[src/iocr_pkg.sv]
// Purpose: Shared constants for the I/O cell route select block
// Assumes: 32-bit classic Wishbone register bus, byte addresses
// Notes:   All selections are static configuration words

package iocr_pkg;

  // ----------------------------------------------------------------
  // Register map and reset values
  // ----------------------------------------------------------------
  localparam logic [7:0]  ADR_MODE = 8'h00;
  localparam logic [7:0]  ADR_OSEL = 8'h04;
  localparam logic [7:0]  ADR_TRI  = 8'h08;
  localparam logic [7:0]  ADR_LINK = 8'h0c;
  localparam logic [7:0]  ADR_BRG  = 8'h10;
  localparam logic [7:0]  ADR_STAT = 8'h14;
  localparam logic [31:0] CFG_RST  = 32'h0000_0000;

  // ----------------------------------------------------------------
  // Field positions
  // ----------------------------------------------------------------
  localparam int MODE_INV_LSB   = 8;
  localparam int MODE_TSLOW_LSB = 12;
  localparam int MODE_SPINE_EN  = 16;
  localparam int MODE_SPINE_LSB = 17;
  localparam int MODE_SIDE_LR   = 19;
  localparam int OSEL_TS_LSB    = 8;
  localparam int LINK_LL_EN     = 0;
  localparam int LINK_LL_TGT    = 1;
  localparam int LINK_FAST_L    = 4;
  localparam int LINK_FAST_H    = 8;
  localparam int LINK_SGL_EXT   = 12;
  localparam int LINK_DBL_JOIN  = 16;

  // ----------------------------------------------------------------
  // Selector codes
  // ----------------------------------------------------------------
  localparam logic [2:0] TS_LLDRV   = 3'h5;
  localparam logic [2:0] LL_TGT_PXL = 3'h4;

  typedef enum logic [1:0] {
    PM_INPUT, PM_TRI_OUT, PM_DIRECT_OUT, PM_BIDIR
  } iocr_pad_mode_t;

  typedef enum logic [2:0] {
    TM_OFF, TM_PAD_ARRAY, TM_PAD_PERIM, TM_ARRAY_PERIM, TM_PERIM_ARRAY
  } iocr_tri_mode_t;

endpackage

[src/iocr_pad_sel.sv]
// Purpose: Output and drive enable selection for one pad
// Assumes: Source vectors are already shifted for this pad position
// Notes:   Purely combinational; the top registers the result

`timescale 1ns/1ps

module iocr_pad_sel (
  input  wire logic [1:0] mode_i,       // Pad mode
  input  wire logic [1:0] out_sel_i,    // Output source select
  input  wire logic [2:0] ts_sel_i,     // Drive enable source select
  input  wire logic       invert_i,     // Invert output data
  input  wire logic       ts_low_i,     // Enable is active low
  input  wire logic [3:0] out_src_i,    // Four output sources
  input  wire logic [5:0] ts_src_i,     // Six enable sources
  input  wire logic       direct_out_i, // Flip-flop direct output
  output logic            data_o,       // Pad data
  output logic            oe_o          // Pad output enable
);

  logic ts_raw;
  logic drive_en;

  always_comb begin
    // Codes 6 and 7 select nothing, so the drive enable stays off
    ts_raw   = (ts_sel_i < 3'h6) ? ts_src_i[ts_sel_i] : 1'b0;
    drive_en = (ts_sel_i < 3'h6) & (ts_raw ^ ts_low_i);
    data_o   = 1'b0;
    oe_o     = 1'b0;
    case (iocr_pkg::iocr_pad_mode_t'(mode_i))
      iocr_pkg::PM_INPUT: begin
        oe_o = 1'b0;
      end
      iocr_pkg::PM_DIRECT_OUT: begin
        data_o = direct_out_i ^ invert_i;
        oe_o   = 1'b1;
      end
      iocr_pkg::PM_TRI_OUT, iocr_pkg::PM_BIDIR: begin
        data_o = out_src_i[out_sel_i] ^ invert_i;
        oe_o   = drive_en;
      end
      default: begin
        oe_o = 1'b0;
      end
    endcase
  end

endmodule

[src/iocr_tri_buf.sv]
// Purpose: One tridirectional buffer between pad, array and bridge
// Assumes: Bridge side is already steered to a perimeter track
// Notes:   Combinational; only one direction is driven per mode

`timescale 1ns/1ps

module iocr_tri_buf (
  input  wire logic [2:0] mode_i,      // Buffer direction mode
  input  wire logic       pad_i,       // Pad input value
  input  wire logic       array_i,     // Array track value
  input  wire logic       bridge_i,    // Bridge track value
  output logic            array_o,     // Drive onto array track
  output logic            array_oe_o,  // Array track enable
  output logic            bridge_o,    // Drive onto bridge track
  output logic            bridge_oe_o  // Bridge track enable
);

  always_comb begin
    array_o     = 1'b0;
    array_oe_o  = 1'b0;
    bridge_o    = 1'b0;
    bridge_oe_o = 1'b0;
    case (iocr_pkg::iocr_tri_mode_t'(mode_i))
      iocr_pkg::TM_PAD_ARRAY: begin
        array_o    = pad_i;
        array_oe_o = 1'b1;
      end
      iocr_pkg::TM_PAD_PERIM: begin
        bridge_o    = pad_i;
        bridge_oe_o = 1'b1;
      end
      iocr_pkg::TM_ARRAY_PERIM: begin
        bridge_o    = array_i;
        bridge_oe_o = 1'b1;
      end
      iocr_pkg::TM_PERIM_ARRAY: begin
        array_o    = bridge_i;
        array_oe_o = 1'b1;
      end
      default: begin
        array_oe_o = 1'b0;
      end
    endcase
  end

endmodule

[src/iocr_top.sv]
// Purpose: Route selection of one perimeter I/O cell with four pads
// Assumes: Configuration written over classic Wishbone, one clock
// Notes:   All outputs registered, so routes show one cycle later

`timescale 1ns/1ps

// Function
// - each cell has four pads: input, tristate, direct output or bidir
// - pad inputs reach core on four-bit bus plus direct flip-flop bus
// - four direct paths carry flip-flop outputs straight to pad buffers
// - pad 0 enable picks from two long, singles 0/1, switch 0, line driver
// - pad 1 output picks switch 1, single 1, single 3 or double 2
// - direct inputs use separate top/bottom and left/right buses
// - any one of four pads may drive the dedicated clock spine
// - eight tridirectional buffers, four to long, four to half tracks
// - line driver from switch 4 reaches half tracks or long track 0 and enables
// - double tracks join two cells on; singles extend only when enabled
// - two long perimeter tracks span edge and twist through cells
// - four half perimeter tracks span half edge without twisting
// - perimeter tracks reach array only through perpendicular paths
// - bridges pass either way between perimeter and array tracks
// - eight-bit fast link puts pads directly on array long and half tracks
// - pad not driven by configuration stays high impedance
// - output invertible, drive enable active high or low
module iocr_top (
  input  wire logic        clk_i,          // Clock, 50 MHz
  input  wire logic        rst_i,          // Sync reset, active high
  input  wire logic        wb_cyc_i,       // Bus cycle
  input  wire logic        wb_stb_i,       // Bus strobe
  input  wire logic        wb_we_i,        // Write enable
  input  wire logic [7:0]  wb_adr_i,       // Byte address
  input  wire logic [3:0]  wb_sel_i,       // Byte lanes
  input  wire logic [31:0] wb_dat_i,       // Write data
  output logic      [31:0] wb_dat_o,       // Read data
  output logic             wb_ack_o,       // Acknowledge
  input  wire logic [3:0]  pad_in_i,       // Pad input levels
  output logic      [3:0]  pad_out_o,      // Pad output data
  output logic      [3:0]  pad_oe_o,       // Pad output enable
  input  wire logic [3:0]  direct_out_i,   // Flip-flop direct outputs
  input  wire logic [4:0]  switch_track_i, // Adjacent switch tracks
  output logic      [3:0]  core_in_o,      // Pad inputs to core
  output logic      [3:0]  direct_in_tb_o, // Direct in, top/bottom
  output logic      [3:0]  direct_in_lr_o, // Direct in, left/right
  output logic             clock_spine_o,  // Clock spine drive
  output logic             clock_spine_oe_o, // Clock spine enable
  input  wire logic [1:0]  plong_i,        // Perimeter long level
  output logic      [1:0]  plong_o,        // Perimeter long drive
  output logic      [1:0]  plong_oe_o,     // Perimeter long enable
  output logic      [1:0]  plong_next_o,   // Long tracks, twisted on
  input  wire logic [3:0]  phalf_i,        // Perimeter half level
  output logic      [3:0]  phalf_o,        // Perimeter half drive
  output logic      [3:0]  phalf_oe_o,     // Perimeter half enable
  output logic      [3:0]  phalf_next_o,   // Half tracks, passed on
  input  wire logic [3:0]  psingle_i,      // Perimeter single level
  output logic      [3:0]  psingle_o,      // Perimeter single drive
  output logic      [3:0]  psingle_oe_o,   // Perimeter single enable
  output logic      [3:0]  psingle_next_o, // Single extension data
  output logic      [3:0]  psingle_next_oe_o, // Single extension enable
  input  wire logic [3:0]  pdouble_i,      // Perimeter double level
  output logic      [3:0]  pdouble_next_o, // Double track past break
  output logic      [3:0]  pdouble_next_oe_o, // Double break closed
  input  wire logic [3:0]  along_i,        // Array long level
  output logic      [3:0]  along_o,        // Array long drive
  output logic      [3:0]  along_oe_o,     // Array long enable
  input  wire logic [3:0]  ahalf_i,        // Array half level
  output logic      [3:0]  ahalf_o,        // Array half drive
  output logic      [3:0]  ahalf_oe_o      // Array half enable
);

  // ----------------------------------------------------------------
  // Configuration registers
  // ----------------------------------------------------------------
  logic [31:0] cfg_mode;
  logic [31:0] cfg_osel;
  logic [31:0] cfg_tri;
  logic [31:0] cfg_link;
  logic [31:0] cfg_brg;
  logic        bus_req;
  logic        bus_wr;
  logic [31:0] next_dat;

  assign bus_req = wb_cyc_i & wb_stb_i & ~wb_ack_o;
  assign bus_wr  = bus_req & wb_we_i;

  // Selections only change on reset or a bus write, never on their own
  always_ff @(posedge clk_i) begin
    if (rst_i) begin
      cfg_mode <= iocr_pkg::CFG_RST;
      cfg_osel <= iocr_pkg::CFG_RST;
      cfg_tri  <= iocr_pkg::CFG_RST;
      cfg_link <= iocr_pkg::CFG_RST;
      cfg_brg  <= iocr_pkg::CFG_RST;
    end else if (bus_wr) begin
      for (int b = 0; b < 4; b++) begin
        if (wb_sel_i[b]) begin
          case (wb_adr_i)
            iocr_pkg::ADR_MODE: cfg_mode[8*b +: 8] <= wb_dat_i[8*b +: 8];
            iocr_pkg::ADR_OSEL: cfg_osel[8*b +: 8] <= wb_dat_i[8*b +: 8];
            iocr_pkg::ADR_TRI:  cfg_tri[8*b +: 8]  <= wb_dat_i[8*b +: 8];
            iocr_pkg::ADR_LINK: cfg_link[8*b +: 8] <= wb_dat_i[8*b +: 8];
            iocr_pkg::ADR_BRG:  cfg_brg[8*b +: 8]  <= wb_dat_i[8*b +: 8];
            default: begin
            end
          endcase
        end
      end
    end
  end

  // ----------------------------------------------------------------
  // Bus answer: one wait-free cycle, unmapped reads return zero
  // ----------------------------------------------------------------
  always_comb begin
    case (wb_adr_i)
      iocr_pkg::ADR_MODE: next_dat = cfg_mode;
      iocr_pkg::ADR_OSEL: next_dat = cfg_osel;
      iocr_pkg::ADR_TRI:  next_dat = cfg_tri;
      iocr_pkg::ADR_LINK: next_dat = cfg_link;
      iocr_pkg::ADR_BRG:  next_dat = cfg_brg;
      iocr_pkg::ADR_STAT: next_dat = {20'h0_0000, clock_spine_oe_o,
                                      3'h0, pad_oe_o, core_in_o};
      default:            next_dat = 32'h0000_0000;
    endcase
  end

  always_ff @(posedge clk_i) begin
    if (rst_i) begin
      wb_ack_o <= 1'b0;
      wb_dat_o <= 32'h0000_0000;
    end else begin
      wb_ack_o <= bus_req;
      wb_dat_o <= bus_req ? next_dat : 32'h0000_0000;
    end
  end

  // ----------------------------------------------------------------
  // Long-line driver and pad selectors
  // ----------------------------------------------------------------
  logic       lldrv;
  logic [3:0] next_pad_out;
  logic [3:0] next_pad_oe;

  assign lldrv = switch_track_i[4];

  for (genvar p = 0; p < 4; p++) begin : g_pad
    logic [3:0] out_src;
    logic [5:0] ts_src;
    // Pad 1 order is switch 1, single 1, single 3, double 2
    assign out_src = {pdouble_i[(p + 1) % 4], psingle_i[(p + 2) % 4],
                      psingle_i[p], switch_track_i[p]};
    // Pad 0 order is long 0, long 1, single 0, single 1, switch 0, driver
    assign ts_src = {lldrv, switch_track_i[p], psingle_i[(p + 1) % 4],
                     psingle_i[p], plong_i[1], plong_i[0]};

    iocr_pad_sel u_pad_sel (
      .mode_i       (cfg_mode[2*p +: 2]),
      .out_sel_i    (cfg_osel[2*p +: 2]),
      .ts_sel_i     (cfg_osel[iocr_pkg::OSEL_TS_LSB + 3*p +: 3]),
      .invert_i     (cfg_mode[iocr_pkg::MODE_INV_LSB + p]),
      .ts_low_i     (cfg_mode[iocr_pkg::MODE_TSLOW_LSB + p]),
      .out_src_i    (out_src),
      .ts_src_i     (ts_src),
      .direct_out_i (direct_out_i[p]),
      .data_o       (next_pad_out[p]),
      .oe_o         (next_pad_oe[p])
    );
  end

  always_ff @(posedge clk_i) begin
    if (rst_i) begin
      pad_out_o <= 4'h0;
      pad_oe_o  <= 4'h0;
    end else begin
      pad_out_o <= next_pad_out;
      pad_oe_o  <= next_pad_oe;
    end
  end

  // ----------------------------------------------------------------
  // Input paths and clock spine
  // ----------------------------------------------------------------
  logic [1:0] spine_sel;
  logic       spine_en;

  assign spine_sel = cfg_mode[iocr_pkg::MODE_SPINE_LSB +: 2];
  assign spine_en  = cfg_mode[iocr_pkg::MODE_SPINE_EN];

  always_ff @(posedge clk_i) begin
    if (rst_i) begin
      core_in_o        <= 4'h0;
      direct_in_tb_o   <= 4'h0;
      direct_in_lr_o   <= 4'h0;
      clock_spine_o    <= 1'b0;
      clock_spine_oe_o <= 1'b0;
    end else begin
      core_in_o <= pad_in_i;
      // The unused side bus is held low so it loads nothing
      direct_in_lr_o <= cfg_mode[iocr_pkg::MODE_SIDE_LR] ?
                        pad_in_i : 4'h0;
      direct_in_tb_o <= cfg_mode[iocr_pkg::MODE_SIDE_LR] ?
                        4'h0 : pad_in_i;
      // One select field means one pad at most; the far cell is
      // software's to keep quiet
      clock_spine_o    <= spine_en & pad_in_i[spine_sel];
      clock_spine_oe_o <= spine_en;
    end
  end

  // ----------------------------------------------------------------
  // Tridirectional buffers and bridge tracks
  // ----------------------------------------------------------------
  // Perimeter tracks never touch array tracks except through here
  logic [7:0] brg_in;
  logic [7:0] brg_out;
  logic [7:0] brg_oe;
  logic [7:0] arr_out;
  logic [7:0] arr_oe;

  for (genvar b = 0; b < 8; b++) begin : g_tri
    logic [1:0] psel;
    logic       arr_lvl;
    assign psel    = cfg_brg[2*b +: 2];
    assign arr_lvl = (b < 4) ? along_i[b % 4] : ahalf_i[b % 4];
    always_comb begin
      case (psel)
        2'h0:    brg_in[b] = plong_i[b % 2];
        2'h1:    brg_in[b] = phalf_i[b % 4];
        2'h2:    brg_in[b] = psingle_i[b % 4];
        default: brg_in[b] = 1'b0;
      endcase
    end

    iocr_tri_buf u_tri (
      .mode_i      (cfg_tri[3*b +: 3]),
      .pad_i       (pad_in_i[b % 4]),
      .array_i     (arr_lvl),
      .bridge_i    (brg_in[b]),
      .array_o     (arr_out[b]),
      .array_oe_o  (arr_oe[b]),
      .bridge_o    (brg_out[b]),
      .bridge_oe_o (brg_oe[b])
    );
  end

  // ----------------------------------------------------------------
  // Track drive merge
  // ----------------------------------------------------------------
  logic [1:0] next_pl;
  logic [1:0] next_pl_oe;
  logic [3:0] next_ph;
  logic [3:0] next_ph_oe;
  logic [3:0] next_ps;
  logic [3:0] next_ps_oe;
  logic [3:0] next_al;
  logic [3:0] next_al_oe;
  logic [3:0] next_ah;
  logic [3:0] next_ah_oe;
  logic [2:0] ll_tgt;

  assign ll_tgt = cfg_link[iocr_pkg::LINK_LL_TGT +: 3];

  always_comb begin
    next_pl    = 2'h0;
    next_pl_oe = 2'h0;
    next_ph    = 4'h0;
    next_ph_oe = 4'h0;
    next_ps    = 4'h0;
    next_ps_oe = 4'h0;
    for (int b = 0; b < 8; b++) begin
      if (brg_oe[b]) begin
        case (cfg_brg[2*b +: 2])
          2'h0: begin
            next_pl[b % 2]    = next_pl[b % 2] | brg_out[b];
            next_pl_oe[b % 2] = 1'b1;
          end
          2'h1: begin
            next_ph[b % 4]    = next_ph[b % 4] | brg_out[b];
            next_ph_oe[b % 4] = 1'b1;
          end
          2'h2: begin
            next_ps[b % 4]    = next_ps[b % 4] | brg_out[b];
            next_ps_oe[b % 4] = 1'b1;
          end
          default: begin
          end
        endcase
      end
    end
    if (cfg_link[iocr_pkg::LINK_LL_EN]) begin
      if (ll_tgt == iocr_pkg::LL_TGT_PXL) begin
        next_pl[0]    = next_pl[0] | lldrv;
        next_pl_oe[0] = 1'b1;
      end else if (ll_tgt < iocr_pkg::LL_TGT_PXL) begin
        next_ph[ll_tgt[1:0]]    = next_ph[ll_tgt[1:0]] | lldrv;
        next_ph_oe[ll_tgt[1:0]] = 1'b1;
      end
    end
  end

  always_comb begin
    for (int p = 0; p < 4; p++) begin
      next_al[p]    = arr_out[p] | (cfg_link[iocr_pkg::LINK_FAST_L + p]
                      & pad_in_i[p]);
      next_al_oe[p] = arr_oe[p] | cfg_link[iocr_pkg::LINK_FAST_L + p];
      next_ah[p]    = arr_out[p + 4] | (cfg_link[iocr_pkg::LINK_FAST_H + p]
                      & pad_in_i[p]);
      next_ah_oe[p] = arr_oe[p + 4] | cfg_link[iocr_pkg::LINK_FAST_H + p];
    end
  end

  always_ff @(posedge clk_i) begin
    if (rst_i) begin
      plong_o      <= 2'h0;
      plong_oe_o   <= 2'h0;
      phalf_o      <= 4'h0;
      phalf_oe_o   <= 4'h0;
      psingle_o    <= 4'h0;
      psingle_oe_o <= 4'h0;
      along_o      <= 4'h0;
      along_oe_o   <= 4'h0;
      ahalf_o      <= 4'h0;
      ahalf_oe_o   <= 4'h0;
    end else begin
      plong_o      <= next_pl;
      plong_oe_o   <= next_pl_oe;
      phalf_o      <= next_ph;
      phalf_oe_o   <= next_ph_oe;
      psingle_o    <= next_ps;
      psingle_oe_o <= next_ps_oe;
      along_o      <= next_al;
      along_oe_o   <= next_al_oe;
      ahalf_o      <= next_ah;
      ahalf_oe_o   <= next_ah_oe;
    end
  end

  // ----------------------------------------------------------------
  // Pass-through to the neighbouring cell
  // ----------------------------------------------------------------
  always_ff @(posedge clk_i) begin
    if (rst_i) begin
      plong_next_o      <= 2'h0;
      phalf_next_o      <= 4'h0;
      psingle_next_o    <= 4'h0;
      psingle_next_oe_o <= 4'h0;
      pdouble_next_o    <= 4'h0;
      pdouble_next_oe_o <= 4'h0;
    end else begin
      plong_next_o      <= {plong_i[0], plong_i[1]};
      phalf_next_o      <= phalf_i;
      psingle_next_o    <= psingle_i &
                           cfg_link[iocr_pkg::LINK_SGL_EXT +: 4];
      psingle_next_oe_o <= cfg_link[iocr_pkg::LINK_SGL_EXT +: 4];
      // Break only matters at the second cell of each double span
      pdouble_next_o    <= pdouble_i &
                           cfg_link[iocr_pkg::LINK_DBL_JOIN +: 4];
      pdouble_next_oe_o <= cfg_link[iocr_pkg::LINK_DBL_JOIN +: 4];
    end
  end

  // ----------------------------------------------------------------
  // Assertions
  // ----------------------------------------------------------------
  logic in_mode0;
  logic dir_mode1;
  logic tri_mode1;
  assign in_mode0  = cfg_mode[1:0] == 2'h0;
  assign dir_mode1 = cfg_mode[3:2] == 2'h2;
  assign tri_mode1 = cfg_mode[3:2] == 2'h1;

  a_input_hiz: assert property (@(posedge clk_i) disable iff (rst_i)
    in_mode0 ##1 in_mode0 |-> !pad_oe_o[0])
    else $error("pad 0 driven in input mode");
  a_direct_out: assert property (@(posedge clk_i) disable iff (rst_i)
    dir_mode1 |=> pad_oe_o[1] &&
    pad_out_o[1] == ($past(direct_out_i[1]) ^ $past(cfg_mode[9])))
    else $error("direct output path wrong");
  a_pad1_sel: assert property (@(posedge clk_i) disable iff (rst_i)
    tri_mode1 && cfg_osel[3:2] == 2'h2 && !cfg_mode[9] |=>
    pad_out_o[1] == $past(psingle_i[3]))
    else $error("pad 1 output source wrong");
  a_ts_lldrv: assert property (@(posedge clk_i) disable iff (rst_i)
    cfg_mode[1:0] == 2'h1 && cfg_osel[10:8] == 3'h5 && !cfg_mode[12]
    |=> pad_oe_o[0] == $past(switch_track_i[4]))
    else $error("pad 0 enable not from line driver");
  a_ts_invalid: assert property (@(posedge clk_i) disable iff (rst_i)
    cfg_mode[1:0] == 2'h1 && cfg_osel[10:8] > 3'h5 |=> !pad_oe_o[0])
    else $error("pad 0 enabled by invalid select");
  a_core_in: assert property (@(posedge clk_i) disable iff (rst_i)
    !$past(rst_i) |-> core_in_o == $past(pad_in_i))
    else $error("core input bus lags");
  a_spine_src: assert property (@(posedge clk_i) disable iff (rst_i)
    spine_en && spine_sel == 2'h2 |=> clock_spine_oe_o &&
    clock_spine_o == $past(pad_in_i[2]))
    else $error("clock spine source wrong");
  a_long_twist: assert property (@(posedge clk_i) disable iff (rst_i)
    !$past(rst_i) |-> plong_next_o[1] == $past(plong_i[0]) &&
    plong_next_o[0] == $past(plong_i[1]))
    else $error("long tracks not twisted");
  a_ack_pulse: assert property (@(posedge clk_i) disable iff (rst_i)
    wb_cyc_i && wb_stb_i && !wb_ack_o |=> wb_ack_o ##1 !wb_ack_o)
    else $error("bus ack not a one-cycle answer");

  c_direct: cover property (@(posedge clk_i) dir_mode1 ##1 pad_oe_o[1]);
  c_spine: cover property (@(posedge clk_i) clock_spine_oe_o);
  c_write: cover property (@(posedge clk_i) bus_wr ##1 wb_ack_o);
  c_bridge: cover property (@(posedge clk_i) |brg_oe ##1 |phalf_oe_o);

endmodule

[config.mk]
export PLATFORM = sky130hd
export DESIGN_NAME = iocr_top
export DESIGN_NICKNAME = d
export VERILOG_FILES = /design/src/iocr_pkg.sv /design/src/iocr_pad_sel.sv /design/src/iocr_tri_buf.sv /design/src/iocr_top.sv
export SDC_FILE = /design/constraint.sdc
export NUM_CORES = 1
export LEC_CHECK = 0
export ABC_AREA = 1
export BUFFER_PORTS_ARGS = -buffer_cell sky130_fd_sc_hd__buf_2
export CAP_MARGIN = 20
export CORE_MARGIN = 1.5
export CORE_UTILIZATION = 42
export CTS_CLUSTER_SIZE = 10
export DETAILED_ROUTE_END_ITERATION = 10
export GPL_TIMING_DRIVEN = 1
export SLEW_MARGIN = 20
export SYNTH_ARGS = -nofsm -noshare
export SYNTH_HDL_FRONTEND = slang
export SYNTH_SLANG_ARGS = --single-unit
[constraint.sdc]
create_clock -name clk_i -period 1.8 [get_ports clk_i]
set_clock_uncertainty 0.1 [all_clocks]
set_input_delay 0.18 -clock clk_i [delete_from_list [all_inputs] [get_ports clk_i]]
set_output_delay 0.18 -clock clk_i [all_outputs]
set_load 0.03 [all_outputs]
==> run summary <==
==================================================================================
Result of the run                                                     finished, final reports clean
Min Clock Period, post-route                                               1.71 ns
Number of enable-type register cells in the synthesized netlist                  0
Hold Crit Class                                                       primary input to register
CP Class                                                              primary input to register
Met2 Usage GRT                                                               42.6%
Number of levels the H-tree was split into                                       1
Worst Setup Start Kind                                                primary input
Highest-count cells in the layout ignoring fill and taps              272 x dfxtp_1, 203 x nand2_1, 199 x a21oi_1
CTS tree                                                                       yes
Final wirelength                                                         39,000 um
All-Layer GR Usage                                                           27.9%
Kind of capture point of the worst setup path                             register
Average cell area after synthesis                                        7.47 um^2
Required time of the critical path                                         2.17 ns
Dominant register cell in the synthesized netlist                          dfxtp_1
Setup violations, final                                                          0
Final cell count without fillers                                             2,136
Post-CTS repair timing setup buffer count                                        0
Initial detailed-routing violation count                                     1,079
Async set-reset flop share out of synthesis                                     0%
Synthesized netlist cell count                                               1,494
Max-slew violation count                                                         0
HPWL Detailed                                                            28,600 um
Clock tree root driver cell                                              clkbuf_16
DRC violations left                                                              0
Power Dens Cells                                                       831 mW/mm^2
Via count of the first global-routing pass                                  10,600
Remaining number of nets flagged by the antenna check after routing              0
Headroom to the max-slew limit                                               66.0%
RSZ-0062 raised after global routing                                          true
Cell Count Post-Placement                                                    2,041
Global routing's busiest layer                                                met2
F_max                                                                    0.584 GHz
Leakage power                                                              6.29 nW
VDD IR max                                                              0.000603 V
Int Pwr                                                                  0.00935 W
Switching part of the total power                                            22.7%
Pin count of the biggest net entering global routing                            71
Syn-to-layout area delta                                                     30.4%
Arrival time at the worst endpoint                                         2.08 ns
Cell Area, Synth                                                       0.0112 mm^2
Combinational Power Share                                                     5.6%
Number of nets produced by synthesis                                         1,578
Detailed Routing Iterations Pass 1                                               5
Final Hold Vio Count                                                             0
Met1 capacity usage during global routing                                    40.0%
Worst Tran Pin Value                                                      0.506 ns
Clock Power Share                                                            44.1%
Wire length of the first global-routing pass                             60,300 um
Share of post-route cells with drive strength above 1                        19.7%
Via count normalized by instance count                                        5.27
Overflow left after global routing                                               0
Commonest non-fill, non-tap cell in the layout                             dfxtp_1
Library cells used by synthesis                                                 34
# port buffers                                                                 196
Sinks on the clock net                                                         273
Clock-pin slew on the worst setup and hold paths                           0.06 ns
Yosys warns                                                                      0
Proportion of power drawn by flip-flops and latches                          50.2%
Final worst-path cycle share                                                 95.1%
Average wire per standard cell                                             18.3 um
Power spent charging and discharging nets                                0.00274 W
Met3 GRT Util                                                                4.24%
Total power after layout                                                  0.0121 W
Synth area leader                                                          dfxtp_1
Number of vias after detailed routing                                       11,300
Count of maximum capacitance violations                                          0
Critical Path Fanout Max                                                        16
Cell row count                                                                  59
Top-area cell type share of the netlist area                                 49.0%
Floorplan die area                                                     0.0275 mm^2
Final estimated routing congestion in global placement                       0.958
Die extent in x                                                             166 um
I/O Pins                                                                       197
Buffer depth of the longest clock path                                           3
Later-pin clock latency in the skew report                                 0.56 ns
Part of the Yosys area used for sequential elements                          49.0%
Antenna violations before repair                                                 2
Number of CTS-inserted buffers                                                  31
Overall die height                                                          166 um
Top area cells in the synthesized netlist                             dfxtp_1 49%, a21oi_1 8.9%, o21ai_0 8.3%
Register bit count reported by yosys                                           273
Starting utilization of the core area                                        42.8%
Final layout net count                                                       1,880
CORE AREA                                                              0.0261 mm^2
==================================================================================
cell usage after synthesis, types with 3 or more instances:
cell type  count
o22ai_1       16
nand3_1       93
a32o_1         5
o21ai_1        7
o211ai_1      14
o31ai_1        6
a211oi_1      30
buf_2         24
nor2_1       138
nand3b_1       3
clkbuf_1      40
inv_2          3
nand2_2        8
nand2_1      203
nor3_1        21
dfxtp_1      273
a21oi_1      199
or2_2          4
inv_1        185
o21ai_0      185
nor2_2        18
worst max-delay path, stage by stage:
cell           delay (ns)
dlygate4sd3_1        0.53
buf_2                0.10
nand2_1              0.09
nor3b_4              0.28
buf_4                0.17
nand2_2              0.14
nor2_2               0.19
buf_12               0.16
nor2_1               0.04
a211oi_1             0.18
kinds of logic (layout without fill, tap and decap cells):
family                 count (synthesis)  count (layout)  synth area share [%]
and+or+nand+nor                      495             495                  19.2
AOI/OAI and AO/OA                    470             470                  22.9
DFF                                  273             273                  49.0
other                                  0               1                     0
buffers and inverters                256             562                  8.92
final timing paths:
check | startpoint | endpoint | slack (ns) | depth (start not counted)
setup / recovery | wb_stb_i | cfg_link[21]$_SDFFE_PP0P_ | 0.09 | 10
hold / removal | psingle_i[0] | psingle_next_o[0]$_SDFF_PP0_ | 0.02 | 3
hold reg to reg | cfg_link[19]$_SDFFE_PP0P_ | pdouble_next_o[3]$_SDFF_PP0_ | 0.35 | 2
setup reg to reg | cfg_osel[0]$_SDFFE_PP0P_ | pad_out_o[0]$_SDFF_PP0_ | 0.10 | 8
layout make-up:
cell class | instances | area (um^2)
antenna | 1 | 2.50
clock buffer | 35 | 791
clock inverter | 2 | 13.8
fill | 2499 | 11500
inverter | 190 | 713
multi-input combinational | 965 | 4700
sequential | 273 | 5470
tap | 335 | 419
timing repair buffer | 335 | 2440
routing by layer:
layer / vias up / share of wire [%]
met5: - / 0.033
met2: 493 / 43
li1: 5555 / -
met4: 2 / 3.2
met3: 71 / 8.4
met1: 5140 / 45
metrics by stage:
| stage | setup TNS [ns] | instance area (um^2) | util [%] | setup slack (ns) | hold slack (ns) |
|---|---|---|---|---|---|
| after floorplan | 0 | 11200 | - | 0.0353 | 0.201 |
| after global placement | -0.302 | 13200 | 50.5 | -0.0988 | 0.327 |
| after detailed placement | -0.279 | 13200 | 50.5 | -0.0778 | 0.328 |
| after CTS | 0 | 14500 | 55.8 | 0.0489 | 0.00534 |
| after global routing | -0.0314 | 14500 | 55.8 | -0.0158 | 0.0338 |
| final | 0 | 14600 | 55.8 | 0.0888 | 0.0175 |
power by group through the flow:
| stage | clock network [W] | registers (W) | logic [W] |
|---|---|---|---|
| 3_5_place_dp | 0 | 0.00620 | 0.000572 |
| 6_report | 0.00534 | 0.00607 | 0.000679 |
| 3_3_place_gp | 0 | 0.00620 | 0.000573 |
| 4_1_cts | 0.00542 | 0.00607 | 0.000667 |
| 5_1_grt | 0.00567 | 0.00607 | 0.000723 |
| 2_1_floorplan | 0 | 0.00624 | 0.000230 |
what timing repair did:
item	in CTS	in global routing
setup endpoints to repair	0	74
hold buffers	57	0
gates resized for setup	0	4
endpoints found under the hold margin	185	0
state kept, by name, indices dropped and copies added, names as in the netlist, 32 cells and up:
register  flops
cfg_link     32
cfg_tri      32
cfg_brg      32
cfg_osel     32
wb_dat_o     32
cfg_mode     32
Power figures use the tool's default switching activity.
